### config.mk
export PLATFORM = sky130hd
export DESIGN_NAME = mmf_framer
export DESIGN_NICKNAME = d
export VERILOG_FILES = /design/src/mmf_framer.v
export VERILOG_INCLUDE_DIRS = /design/src
export SDC_FILE = /design/constraint.sdc
export NUM_CORES = 2
export LEC_CHECK = 0
export ABC_AREA = 0
export BUFFER_PORTS_ARGS = -buffer_cell sky130_fd_sc_hd__clkbuf_2
export CORE_AREA = 4 4 602 366
export CTS_BUF_LIST = sky130_fd_sc_hd__clkbuf_8
export DETAILED_ROUTE_END_ITERATION = 7
export DIE_AREA = 0 0 606 370
export PLACE_DENSITY_LB_ADDON = 0.15
export SLEW_MARGIN = 20
export SYNTH_ARGS = -nofsm -noshare
export SYNTH_HDL_FRONTEND = slang
export SYNTH_SLANG_ARGS = --single-unit
### constraint.sdc
create_clock -name sys_clk -period 12.05 [get_ports sys_clk]
set_input_delay 1.205 -clock sys_clk [delete_from_list [all_inputs] [get_ports sys_clk]]
set_output_delay 1.205 -clock sys_clk [all_outputs]
set_load 0.1 [all_outputs]
### src/mmf_defs.vh
// Purpose: Constants of the metadata message framer
// Assumes: Included by the framer design file and the bench
// Notes:   Offsets are APB byte addresses, counts are bytes
`ifndef MMF_DEFS_VH
`define MMF_DEFS_VH

// Register byte offsets
`define MMF_CTRL_OFS       8'h00
`define MMF_INTERVAL_OFS   8'h04
`define MMF_INFO_LENS_OFS  8'h08
`define MMF_USER_LEN_OFS   8'h0c
`define MMF_TEXT_WR_OFS    8'h10
`define MMF_STATUS_OFS     8'h14

// Reset values
`define MMF_CTRL_RST       3'h0
`define MMF_INTERVAL_RST   32'h00000000
`define MMF_LENS_RST       18'h00000
`define MMF_USER_LEN_RST   7'h00

// Codec selection in CTRL[2:1]
`define MMF_CODEC_MPEG     2'h0
`define MMF_CODEC_MJPEG    2'h1
`define MMF_CODEC_H264     2'h2

// Message kinds, in emission order
`define MMF_MSG_INFO       2'h0
`define MMF_MSG_STATUS     2'h1
`define MMF_MSG_USER       2'h2

// Container bytes
`define MMF_USER_START     8'hb2
`define MMF_START_PREFIX   8'h01
`define MMF_CMT_MARK0      8'hff
`define MMF_CMT_MARK1      8'hfe
`define MMF_SEI_NAL        8'h06
`define MMF_SEI_UNREG      8'h05
`define MMF_RBSP_TRAIL     8'h80
`define MMF_FIELD_END      8'h80
`define MMF_ID_INFO        8'h00
`define MMF_ID_STATUS      8'h01

// Lengths
`define MMF_HDR_LEN_SHORT  8'h04
`define MMF_HDR_LEN_H264   8'h06
`define MMF_INFO_FIXED     8'h08
`define MMF_STATUS_LEN     8'h09
`define MMF_PAYLOAD_OFS    8'h05
`define MMF_CMT_SIZE_ADD   16'h0002
`define MMF_TEXT_DEPTH     128
`define MMF_FIFO_DEPTH     8

`endif

### src/mmf_framer.v
// Purpose: Frames product, status and user metadata into a byte stream
// Assumes: One instance per encoder, APB slave, bytes drained by the mux
// Notes:   Summary of operation is listed below
`timescale 1ns/1ps
`include "mmf_defs.vh"

// Plain FIFO with valid and ready on both sides
module mmf_fifo #(
	parameter WIDTH = 9,
	parameter DEPTH = 8,
	parameter AW    = 3
) (
	input  wire             sys_clk,
	input  wire             reset,
	input  wire             in_valid,
	output wire             in_ready,
	input  wire [WIDTH-1:0] in_data,
	output wire             out_valid,
	input  wire             out_ready,
	output wire [WIDTH-1:0] out_data
);
	reg [WIDTH-1:0] mem [0:DEPTH-1];
	reg [AW-1:0]    wr_ptr_q;
	reg [AW-1:0]    rd_ptr_q;
	reg [AW:0]      count_q;
	wire            push;
	wire            pop;

	// Handshake terms
	assign in_ready  = (count_q != DEPTH[AW:0]);
	assign out_valid = (count_q != {(AW+1){1'b0}});
	assign out_data  = mem[rd_ptr_q];
	assign push      = in_valid & in_ready;
	assign pop       = out_valid & out_ready;

	// Storage, no reset needed
	always @(posedge sys_clk)
	begin
		if (push)
			mem[wr_ptr_q] <= in_data;
	end

	// Pointers and fill level
	always @(posedge sys_clk or posedge reset)
	begin
		if (reset)
		begin
			wr_ptr_q <= {AW{1'b0}};
			rd_ptr_q <= {AW{1'b0}};
			count_q  <= {(AW+1){1'b0}};
		end
		else
		begin
			if (push)
				wr_ptr_q <= wr_ptr_q + 1'b1;
			if (pop)
				rd_ptr_q <= rd_ptr_q + 1'b1;
			if (push & ~pop)
				count_q <= count_q + 1'b1;
			else if (pop & ~push)
				count_q <= count_q - 1'b1;
		end
	end
endmodule // mmf_fifo

module mmf_framer #(
	// Signature characters; value is arbitrary
	parameter [31:0] SIGNATURE = 32'h4d444652
) (
	input  wire        sys_clk,
	input  wire        reset,
	input  wire        psel,
	input  wire        penable,
	input  wire        pwrite,
	input  wire [7:0]  paddr,
	input  wire [31:0] pwdata,
	output reg  [31:0] prdata,
	output reg         pready,
	output reg         pslverr,
	input  wire        video_loss,
	input  wire        video_bw,
	input  wire        motion_detect_alarm,
	input  wire        tamper_alarm,
	input  wire        quality_alarm,
	input  wire        temperature_alarm,
	input  wire        audio_present,
	input  wire [6:0]  contact_input_1,
	input  wire        contact_input_8,
	output reg         strm_valid,
	input  wire        strm_ready,
	output reg  [7:0]  strm_data,
	output reg         strm_last
);
	localparam ST_IDLE = 1'b0;
	localparam ST_SEND = 1'b1;

	reg  [7:0]  text_mem [0:`MMF_TEXT_DEPTH-1];
	reg  [2:0]  ctrl_q;
	reg  [31:0] interval_q;
	reg  [17:0] lens_q;
	reg  [6:0]  user_len_q;
	reg  [31:0] tick_q;
	reg         pending_q;
	reg         state_q;
	reg  [1:0]  msg_q;
	reg  [1:0]  codec_q;
	reg  [7:0]  pos_q;
	reg  [12:0] snap_q;
	reg  [6:0]  cl_q;
	reg  [7:0]  body_len;
	reg  [7:0]  hdr_len;
	reg  [7:0]  frame_len;
	reg  [7:0]  cur_byte;
	reg  [7:0]  bidx;
	reg  [7:0]  tj;
	reg  [15:0] cmt_size;
	wire        apb_hit;
	wire        do_wr;
	wire        valid_addr;
	wire        fifo_in_ready;
	wire        fifo_out_valid;
	wire [8:0]  fifo_out_data;
	wire        gen_push;
	wire        frame_end;
	wire        fifo_pop;
	wire [5:0]  name_len;
	wire [5:0]  serial_len;
	wire [5:0]  version_len;
	wire [7:0]  video_status_byte;
	wire [7:0]  general_status_byte;
	wire [7:0]  contact_status_low_byte;
	wire [7:0]  contact_status_high_byte;

	// Signature byte by position
	function [7:0] sig_byte;
		input [1:0] i;
		begin
			sig_byte = SIGNATURE[31 - 8*i -: 8];
		end
	endfunction

	assign name_len    = lens_q[5:0];
	assign serial_len  = lens_q[11:6];
	assign version_len = lens_q[17:12];

	// APB decode; one wait state per transfer
	assign apb_hit    = psel & penable & pready;
	assign do_wr      = apb_hit & pwrite & valid_addr;
	assign valid_addr = (paddr == `MMF_CTRL_OFS) |
		(paddr == `MMF_INTERVAL_OFS) | (paddr == `MMF_INFO_LENS_OFS) |
		(paddr == `MMF_USER_LEN_OFS) | (paddr == `MMF_TEXT_WR_OFS) |
		(paddr == `MMF_STATUS_OFS);

	// Bus answer, registers and read data
	always @(posedge sys_clk or posedge reset)
	begin
		if (reset)
		begin
			pready     <= 1'b0;
			pslverr    <= 1'b0;
			prdata     <= 32'h00000000;
			ctrl_q     <= `MMF_CTRL_RST;
			interval_q <= `MMF_INTERVAL_RST;
			lens_q     <= `MMF_LENS_RST;
			user_len_q <= `MMF_USER_LEN_RST;
		end
		else
		begin
			pready  <= psel & penable & ~pready;
			pslverr <= psel & penable & ~pready & ~valid_addr;
			prdata  <= 32'h00000000;
			if (psel & penable & ~pready & ~pwrite)
			begin
				case (paddr)
				`MMF_CTRL_OFS:      prdata <= {29'h0, ctrl_q};
				`MMF_INTERVAL_OFS:  prdata <= interval_q;
				`MMF_INFO_LENS_OFS: prdata <= {14'h0, lens_q};
				`MMF_USER_LEN_OFS:  prdata <= {25'h0, user_len_q};
				`MMF_STATUS_OFS:
					prdata <= {16'h0, 3'h0, snap_q[4:0], codec_q,
						msg_q, 2'h0, pending_q, state_q};
				default:            prdata <= 32'h00000000;
				endcase
			end
			if (do_wr)
			begin
				case (paddr)
				`MMF_CTRL_OFS:      ctrl_q <= pwdata[2:0];
				`MMF_INTERVAL_OFS:  interval_q <= pwdata;
				`MMF_INFO_LENS_OFS: lens_q <= pwdata[17:0];
				`MMF_USER_LEN_OFS:  user_len_q <= pwdata[6:0];
				default:            ctrl_q <= ctrl_q;
				endcase
			end
		end
	end

	// Text memory: info strings low half, user text high half
	always @(posedge sys_clk)
	begin
		if (do_wr && paddr == `MMF_TEXT_WR_OFS)
			text_mem[pwdata[6:0]] <= pwdata[15:8];
	end

	// Status bytes from the latched snapshot
	assign video_status_byte        = {3'h0, snap_q[4:0]};
	assign general_status_byte      = {2'h1, snap_q[6], 4'h0,
		snap_q[5]};
	assign contact_status_low_byte  = {1'b0, cl_q};
	assign contact_status_high_byte = {2'h1, 5'h00, snap_q[12]};

	// Interval timer raises a burst request
	always @(posedge sys_clk or posedge reset)
	begin
		if (reset)
		begin
			tick_q    <= 32'h00000000;
			pending_q <= 1'b0;
		end
		else if (~ctrl_q[0] || interval_q == 32'h00000000)
		begin
			tick_q    <= 32'h00000000;
			pending_q <= 1'b0;
		end
		else
		begin
			if (tick_q >= interval_q - 32'h00000001)
				tick_q <= 32'h00000000;
			else
				tick_q <= tick_q + 32'h00000001;
			// Expiry wins over the burst start clearing it
			if (tick_q >= interval_q - 32'h00000001)
				pending_q <= 1'b1;
			else if (state_q == ST_IDLE)
				pending_q <= 1'b0;
		end
	end

	// Payload length of the current message
	always @*
	begin
		case (msg_q)
		`MMF_MSG_INFO:
			body_len = `MMF_INFO_FIXED + {2'h0, name_len} +
				{2'h0, serial_len} + {2'h0, version_len};
		`MMF_MSG_STATUS: body_len = `MMF_STATUS_LEN;
		default:         body_len = {1'b0, user_len_q};
		endcase
		hdr_len   = (codec_q == `MMF_CODEC_H264) ?
			`MMF_HDR_LEN_H264 : `MMF_HDR_LEN_SHORT;
		frame_len = hdr_len + body_len +
			((codec_q == `MMF_CODEC_H264) ? 8'h01 : 8'h00);
		cmt_size  = {8'h00, body_len} + `MMF_CMT_SIZE_ADD;
	end

	// Byte at the current frame position
	always @*
	begin
		bidx     = pos_q - hdr_len;
		tj       = bidx - `MMF_PAYLOAD_OFS;
		cur_byte = 8'h00;
		if (pos_q < hdr_len)
		begin
			case (codec_q)
			`MMF_CODEC_MJPEG:
				case (pos_q[1:0])
				2'h0:    cur_byte = `MMF_CMT_MARK0;
				2'h1:    cur_byte = `MMF_CMT_MARK1;
				2'h2:    cur_byte = cmt_size[15:8];
				default: cur_byte = cmt_size[7:0];
				endcase
			`MMF_CODEC_H264:
				case (pos_q[2:0])
				3'h2:    cur_byte = `MMF_START_PREFIX;
				3'h3:    cur_byte = `MMF_SEI_NAL;
				3'h4:    cur_byte = `MMF_SEI_UNREG;
				3'h5:    cur_byte = body_len;
				default: cur_byte = 8'h00;
				endcase
			default:
				case (pos_q[1:0])
				2'h2:    cur_byte = `MMF_START_PREFIX;
				2'h3:    cur_byte = `MMF_USER_START;
				default: cur_byte = 8'h00;
				endcase
			endcase
		end
		else if (bidx >= body_len)
			cur_byte = `MMF_RBSP_TRAIL;
		else if (msg_q == `MMF_MSG_USER)
			cur_byte = text_mem[{1'b1, bidx[5:0]}];
		else if (bidx < 8'h04)
			cur_byte = sig_byte(bidx[1:0]);
		else if (bidx == 8'h04)
			cur_byte = (msg_q == `MMF_MSG_INFO) ?
				`MMF_ID_INFO : `MMF_ID_STATUS;
		else if (msg_q == `MMF_MSG_STATUS)
			case (tj[1:0])
			2'h0:    cur_byte = video_status_byte;
			2'h1:    cur_byte = general_status_byte;
			2'h2:    cur_byte = contact_status_low_byte;
			default: cur_byte = contact_status_high_byte;
			endcase
		else if (tj < {2'h0, name_len})
			cur_byte = text_mem[{1'b0, tj[5:0]}];
		else if (tj == {2'h0, name_len})
			cur_byte = `MMF_FIELD_END;
		else if (tj < {2'h0, name_len} + {2'h0, serial_len} + 8'h01)
			cur_byte = text_mem[{1'b0, tj[5:0] - 6'h01}];
		else if (tj == {2'h0, name_len} + {2'h0, serial_len} + 8'h01)
			cur_byte = `MMF_FIELD_END;
		else if (tj < `MMF_INFO_FIXED - `MMF_PAYLOAD_OFS - 8'h01 +
			{2'h0, name_len} + {2'h0, serial_len} + {2'h0, version_len})
			cur_byte = text_mem[{1'b0, tj[5:0] - 6'h02}];
		else
			cur_byte = `MMF_FIELD_END;
	end

	assign gen_push  = (state_q == ST_SEND) & fifo_in_ready;
	assign frame_end = (pos_q == frame_len - 8'h01);

	// Burst sequencer: info, status, then user text
	always @(posedge sys_clk or posedge reset)
	begin
		if (reset)
		begin
			state_q <= ST_IDLE;
			msg_q   <= `MMF_MSG_INFO;
			codec_q <= `MMF_CODEC_MPEG;
			pos_q   <= 8'h00;
			snap_q  <= 13'h0000;
			cl_q    <= 7'h00;
		end
		else
		begin
			case (state_q)
			ST_IDLE:
				if (pending_q & ctrl_q[0])
				begin
					state_q <= ST_SEND;
					msg_q   <= `MMF_MSG_INFO;
					codec_q <= ctrl_q[2:1];
					pos_q   <= 8'h00;
					snap_q  <= {contact_input_8, 1'b0, 2'h0, 2'h0,
						audio_present, temperature_alarm,
						quality_alarm, tamper_alarm,
						motion_detect_alarm, video_bw, video_loss};
					cl_q    <= contact_input_1;
				end
			ST_SEND:
				if (gen_push)
				begin
					if (!frame_end)
						pos_q <= pos_q + 8'h01;
					else
					begin
						pos_q <= 8'h00;
						if (msg_q == `MMF_MSG_INFO)
							msg_q <= `MMF_MSG_STATUS;
						else if (msg_q == `MMF_MSG_STATUS &&
							user_len_q != 7'h00)
							msg_q <= `MMF_MSG_USER;
						else
							state_q <= ST_IDLE;
					end
				end
			default:
				state_q <= ST_IDLE;
			endcase
		end
	end

	// Eight-word buffer toward the stream mux
	mmf_fifo #(
		.WIDTH (9),
		.DEPTH (`MMF_FIFO_DEPTH),
		.AW    (3)
	) u_fifo (
		.sys_clk   (sys_clk),
		.reset     (reset),
		.in_valid  (gen_push),
		.in_ready  (fifo_in_ready),
		.in_data   ({frame_end, cur_byte}),
		.out_valid (fifo_out_valid),
		.out_ready (fifo_pop),
		.out_data  (fifo_out_data)
	);

	assign fifo_pop = fifo_out_valid & (~strm_valid | strm_ready);

	// Registered stream output stage
	always @(posedge sys_clk or posedge reset)
	begin
		if (reset)
		begin
			strm_valid <= 1'b0;
			strm_data  <= 8'h00;
			strm_last  <= 1'b0;
		end
		else if (~strm_valid | strm_ready)
		begin
			strm_valid <= fifo_out_valid;
			strm_data  <= fifo_out_data[7:0];
			strm_last  <= fifo_out_data[8];
		end
	end
endmodule // mmf_framer

Word level (Yosys, flattened, before mapping)
Memories as Yosys holds them, arrays and structs flattened. A register that Yosys moved wholly into a read port is not among the register bits.
Index checks and enable logic that the tools add are counted.
Storage, ports and cells
  bits in registers: 166
  memory bits (writable): 1096
  word-level logic and storage cells: 176
  memories: 2
Cells by class
  add/sub/neg operators: 24
  magnitude comparators: 7
  eq/ne operators: 28
  shifts and indexed selects: 1
  mux-type cells: 49
  bitwise operators: 28
  reduce and logical (&&, ||, !) cells: 18
Memory list
  text_mem: depth 128, width 8, read ports 4, clocked after memory_dff 0, wr ports 1, RTL line mmf_framer.v:97  | reg [7:0] text_mem [0:`MMF_TEXT_DEPTH-1];
  u_fifo.mem: depth 8, width 9, read ports 1, clocked after memory_dff 1, wr ports 1, RTL line mmf_framer.v:22  | reg [WIDTH-1:0] mem [0:DEPTH-1];
Operator list (number)
  32-bit one-hot mux with 5 select lines: 1
  8-bit two-way mux: 14
  32-bit two-way mux: 3
  8-bit one-hot mux with 2 select lines: 4
  39-bit by 33-bit variable part select with 8-bit output (first input constant): 1
  32-bit by 1-bit adder with 32-bit output (second input constant): 1
  32-bit greater-or-equal comparator: 1
  32-bit logical NOT: 1
  8-bit one-hot mux with 4 select lines: 1
  32-bit by 1-bit subtractor with 32-bit output (second input constant): 1
  8-bit one-hot mux with 3 select lines: 1
  7-bit one-hot mux with 3 select lines: 1
  7-bit by 6-bit adder with 8-bit output: 2
  8-bit by 6-bit adder with 8-bit output: 2
  8-bit by 3-bit == test with 1-bit output (second input constant): 2
  8-bit by 4-bit == test with 1-bit output (second input constant): 2
  8-bit by 5-bit == test with 1-bit output (second input constant): 2
  8-bit == test: 2
  8-bit less-than comparator: 2
  1-bit AND: 14
  1-bit two-way mux: 14
  2-bit two-way mux: 6
  2-bit AND reduction: 6
  2-bit == test (second input constant): 5
  other kinds (41): 66

Logic depth before layout (Yosys ltp)
An unclocked memory read counts as a cell.
  depth after elaboration: 17
  gate-level depth with buffers: 24
  mapped depth without buffers: 21

Hierarchy
A second synthesis with hierarchy kept.
Second synthesis, totals
  cell total of the unflattened synthesis: 4085
  area, all modules: 63569.7 um^2
By module, submodules not included
  mmf_framer: instances 1, cells an instance 3918, area each 60151.4 um^2, sequential area each 34878.5 um^2
  mmf_fifo: instances 1, cells an instance 167, area each 3418.3 um^2, sequential area each 2412.3 um^2

Worst setup path after synthesis
No wires, ideal clock.
  kind: register to register
  start: register pos_q[0]
  end: memory u_fifo.mem[0][0], data pin
  arrival time: 5.841 ns
  required time: 11.817 ns
  path slack: 5.975 ns
  cell stages (with the launch flop): 23
  path buffers: 9
  cells stage by stage: dfrtp_1 > buf_4 > buf_4 > inv_1 > clkbuf_1 > clkbuf_1 > ha_1 > buf_2 > buf_2 > buf_2 > buf_1 > inv_1 > clkbuf_1 > ha_1 > o21ai_0 > a31oi_1 > nor3_1 > o21bai_1 > maj3_2 > maj3_2 > a211o_1 > or4_1 > o211ai_1
Between the ends
  longest elaborated chain between the ends: 15
Ends and longest elaborated chain
  start, declared: RTL line mmf_framer.v:107  | reg [7:0] pos_q;
  start signal, assigned: RTL line mmf_framer.v:354  | pos_q <= pos_q + 8'h01;
  8-bit by 3-bit subtractor with 8-bit output: RTL line mmf_framer.v:259  | bidx = pos_q - hdr_len;
  8-bit by 3-bit subtractor with 8-bit output (no line)
  6-bit by 2-bit subtractor with 6-bit output: RTL line mmf_framer.v:314  | cur_byte = text_mem[{1'b0, tj[5:0] - 6'h02}];
  memory read 128 x 8 bit
  8-bit two-way mux: RTL line mmf_framer.v:312  | else if (tj < `MMF_INFO_FIXED - `MMF_PAYLOAD_OFS - 8'h01 +
  8-bit two-way mux: RTL line mmf_framer.v:310  | else if (tj == {2'h0, name_len} + {2'h0, serial_len} + 8'h01)
  8-bit two-way mux: RTL line mmf_framer.v:308  | else if (tj < {2'h0, name_len} + {2'h0, serial_len} + 8'h01)
  8-bit two-way mux: RTL line mmf_framer.v:306  | else if (tj == {2'h0, name_len})
  8-bit two-way mux: RTL line mmf_framer.v:304  | else if (tj < {2'h0, name_len})
  8-bit two-way mux: RTL line mmf_framer.v:297  | else if (msg_q == `MMF_MSG_STATUS)
  8-bit two-way mux: RTL line mmf_framer.v:294  | else if (bidx == 8'h04)
  8-bit two-way mux: RTL line mmf_framer.v:292  | else if (bidx < 8'h04)
  8-bit two-way mux: RTL line mmf_framer.v:290  | else if (msg_q == `MMF_MSG_USER)
  8-bit two-way mux: RTL line mmf_framer.v:288  | else if (bidx >= body_len)
  8-bit two-way mux (*): RTL line mmf_framer.v:262  | if (pos_q < hdr_len)
  net cur_byte[0]: RTL line mmf_framer.v:113  | reg [7:0] cur_byte;
  end, declared: RTL line mmf_framer.v:22
The timed path passes the listed nets; every way through them passes the cells marked *.

Worst setup path after layout
  start: register codec_q[0]
  end: memory u_fifo.mem[2][1], data pin
Between the ends
  longest elaborated chain between the ends: 17
Ends and longest elaborated chain
  start, declared: RTL line mmf_framer.v:106  | reg [1:0] codec_q;
  start signal, assigned: RTL line mmf_framer.v:329  | codec_q <= `MMF_CODEC_MPEG;
  start signal, assigned: RTL line mmf_framer.v:342  | codec_q <= ctrl_q[2:1];
  2-bit == test: RTL line mmf_framer.v:264  | case (codec_q)
  2-bit two-way mux (no line)
  8-bit by 3-bit subtractor with 8-bit output: RTL line mmf_framer.v:259
  8-bit by 3-bit subtractor with 8-bit output (no line)
  6-bit by 2-bit subtractor with 6-bit output: RTL line mmf_framer.v:314
  memory read 128 x 8 bit
  8-bit two-way mux: RTL line mmf_framer.v:312
  8-bit two-way mux: RTL line mmf_framer.v:310
  [... 2 more ...]
  8-bit two-way mux: RTL line mmf_framer.v:304
  8-bit two-way mux: RTL line mmf_framer.v:297
  8-bit two-way mux: RTL line mmf_framer.v:294
  8-bit two-way mux: RTL line mmf_framer.v:292
  8-bit two-way mux: RTL line mmf_framer.v:290
  8-bit two-way mux: RTL line mmf_framer.v:288
  8-bit two-way mux (*): RTL line mmf_framer.v:262
  net cur_byte[1]: RTL line mmf_framer.v:113
Marked as above.

==> out/metrics.yaml <==
most_frequently_used_cell_type_in_the_post_synthesis_netlist: "edfxtp_1"
ys.warnings.count: 0
drc: 0
timing.critical_path.cells: "inv_1 > ha_1 > ha_4 > ha_1 > xnor2_4 > inv_1 > ha_2 > clkinv_1 > buf_4 > nor2_4 > buf_4 > nand2_1 > o22a_1 > nand4_1 > o21ai_0 > nor4_1 > nand3b_1 > a31oi_1"
crit_start: "codec_q[0]"
critPathSlowestCell: "nor4_1"
layout_worst_path_cycle_share_pct: 64.0
fillers: 20937
finalHoldViolCount: 0
worst_ep_required_time_ns: 12.58
numCtsBuffers: 201
synth_edf_count: 1096
num_vias: 44238
cpPeakStageDelay_ns: 0.97
layout-drive-gt1-share_pct: 24.1
cts_hold_repair.buffers: 0
timing.critical_path.from_type: "register"
finalWorstPathRequiredPeriod_ns: 7.71
vdd_ir_drop_max_uv: 72.1
postSynth.asyncResetShare_pct: 13.8
synthFlopType: "edfxtp_1"
drtIter0Drc: 6145
design.portCount: 105
cts_htree_levels: 4
worst-endpoint-arrival_ns: 8.24
core_sq_um: 215000
p_leak_uw: 0.0240
first_global_vias: 41618
hold_class: "register to register"
grt_max_degree: 131
clock_path_buffers: 4
start_util_pct: 29.9
cell_type_with_the_highest_aggregate_area_in_the_netlist: "edfxtp_1"
syn-instance-count: 4474
numPortBuffers: 104
dpl_cell_area_sq_um: 68500
max_clock_freq_mhz: 130
yosys.area.top_type_share_pct: 51.3
floorplan.die.height_microns: 370
timing.rr.start: "codec_q[0]"
clockRootBuffer: "clkbuf_8"
detailedPlacementHpwl_mm: 169
grt_util_all_layers_pct: 21.6
worst-slew-pin-transition_ns: 1.22
maxSlewHeadroom_pct: 18.4
grt_first_pass_wirelength_mm: 342
slew_viol_final: 0
cell_area_after_synthesis_sq_um: 64100
synth_top_cells_by_area: "edfxtp_1 (51%), mux4_2 (15%), dfrtp_1 (6.8%), nand2_1 (2.9%), mux2_2 (2.2%)"
clk_pin_slew_worst_paths_ns: 0.06
timing.setup.critical_path_class: "register to register"
avgSynthCellArea_sq_um: 14.3
fin_setup_tns_ns: 0
grt_setup_unrepaired: "no"
post_synth_num_cell_types: 93
finalWeightedCongestion: 0.943
post_cts.resized_instances: 0
number_of_instances_in_the_placed_design: 7324
finish.net_count: 4830
setup_violations: 0
num_rows: 132
syn2layout_area_growth_pct: 12.8
worstSkewPairLatency_ns: 0.98
clock_sinks: 1271
worst_clock_skew_ns: 0.101
vias_per_cell: 5.76
worst_hold_launch: "strm_data[3]"
seq_area_frac_synth_pct: 58.2
yosys-top-cells-count: "edfxtp_1 (1096), nand2_1 (501), mux4_2 (435), nor2_1 (336), dfrtp_1 (175)"
die_area_sq_um: 224000
count_of_antenna_violating_nets_left_after_detailed_routing: 0
fin_worst_hold_slack_ns: 0.486
postCtsSetupRepairBufs: 0
status: "finished, final reports clean"
first_pass_iters: 7
drt-wirelength-per-cell_microns: 32.3
layout.core_utilization_pct: 33.7
critical_path.endpoint_type: "register"
synth-seq-cells: 1271
tritoncts: "done"
post_synthesis_net_count: 4657
drv_cap: 0
initial_antenna_violation_count: 15
cellPowerDensity_nw_per_um2: 122
post-route-cell-area_sq_um: 72300
final_cell_count_no_fill: 7683
globalRouteOverflowTotal: 0
finalWirelength_mm: 248
crit_fanout: 20
floorplan.die.width_microns: 606
state kept, by name, indices dropped and copies added (netlist names), 7 cells and up:
signal / cells
prdata: 32
snap_q: 8
strm_data: 8
u_fifo.mem: 72
interval_q: 32
cl_q: 7
user_len_q: 7
text_mem: 1024
pos_q: 8
lens_q: 18
tick_q: 32
logic make-up (layout without fill, tap and decap cells):
logic type | Yosys count | after routing | synth area share (%)
fa+ha+maj | 125 | 125 | 2.56
mux | 677 | 677 | 19.3
compound gates | 627 | 627 | 6.83
flops | 1271 | 1271 | 58.2
simple gates | 1306 | 1306 | 9.12
buf+inv | 355 | 676 | 2.34
xor+xnor | 113 | 113 | 1.70
other cells | 0 | 7 | 0
path summary, 6_finish.rpt:
| path | to | cells after the start | slack (ns) |
|---|---|---|---|
| min in group asynchronous | prdata[28] | 2 | 0.52 |
| hold / removal | strm_data[3] | 2 | 0.49 |
| max in group asynchronous | pos_q[0] | 3 | 10.25 |
| setup / recovery | u_fifo.mem[2][1] | 18 | 4.34 |
| setup reg to reg | u_fifo.mem[2][1] | 18 | 4.34 |
| hold reg to reg | strm_data[3] | 2 | 0.49 |
through the flow:
stage | setup slack [ns] | total power, uW
2_1_floorplan | 5.98 | 5070
3_3_place_gp | 4.67 | 5210
3_5_place_dp | 4.67 | 5220
4_1_cts | 4.65 | 8900
5_1_grt | 4.24 | 9130
6_report | 4.34 | 8790
routing by layer:
metal / track usage, % / vias to the layer above / share of wire [%]
li1: - / 18092 / -
met4: 4.41 / 4 / 2.0
met5: 0.345 / - / 0.049
met3: 10.4 / 340 / 14
met2: 25.7 / 2653 / 36
met1: 34.0 / 23149 / 48
cell type report:
type	count	area [sq um]	share of cell area, %
Tap cell	2881	3600	4.98
Sequential cell	1271	37300	51.6
Antenna cell	7	17.5	0.0242
Inverter	75	292	0.403
Multi-Input combinational cell	2848	25700	35.5
Clock inverter	142	883	1.22
Timing Repair Buffer	250	1690	2.34
Clock buffer	209	2880	3.98
critical path, delay by kind of cell (launching register included):
family | cells | cell delay [ns]
compound gates | 3 | 1.00
xor+xnor | 1 | 0.18
fa+ha+maj | 4 | 2.19
buf+inv | 5 | 0.97
flops | 1 | 0.39
simple gates | 5 | 2.54
report_power, final:
group	internal [uW]	leakage, uW	switching (uW)
Clock	1820	0.00210	1860
Combinational	77.9	0.00994	197
Sequential	4800	0.0120	42.3
Total	6700	0.0240	2100
placed cells by master (no fill, tap or decap), drive strengths merged, types with 14 or more instances in the layout:
| cell | instances |
|---|---|
| a211oi | 29 |
| a21o | 32 |
| a21oi | 69 |
| a221oi | 21 |
| a22oi | 29 |
| a31oi | 39 |
| a32oi | 20 |
| and2 | 14 |
| and3 | 45 |
| buf | 154 |
| clkbuf | 305 |
| clkinv | 84 |
| dfrtp | 175 |
| edfxtp | 1096 |
| ha | 111 |
| inv | 119 |
| mux2 | 128 |
| mux2i | 114 |
| mux4 | 435 |
| nand2 | 502 |
| nand2b | 18 |
| nand3 | 163 |
| nand4 | 39 |
| nor2 | 338 |
| nor2b | 31 |
| nor3 | 80 |
| nor4 | 24 |
| o211ai | 35 |
| o21ai | 121 |
| o221ai | 16 |
| o22ai | 70 |
| o31ai | 14 |
| or3 | 14 |
| or4 | 14 |
| xnor2 | 70 |
| xor2 | 40 |
Note: power is estimated with default switching activity, not from simulation.
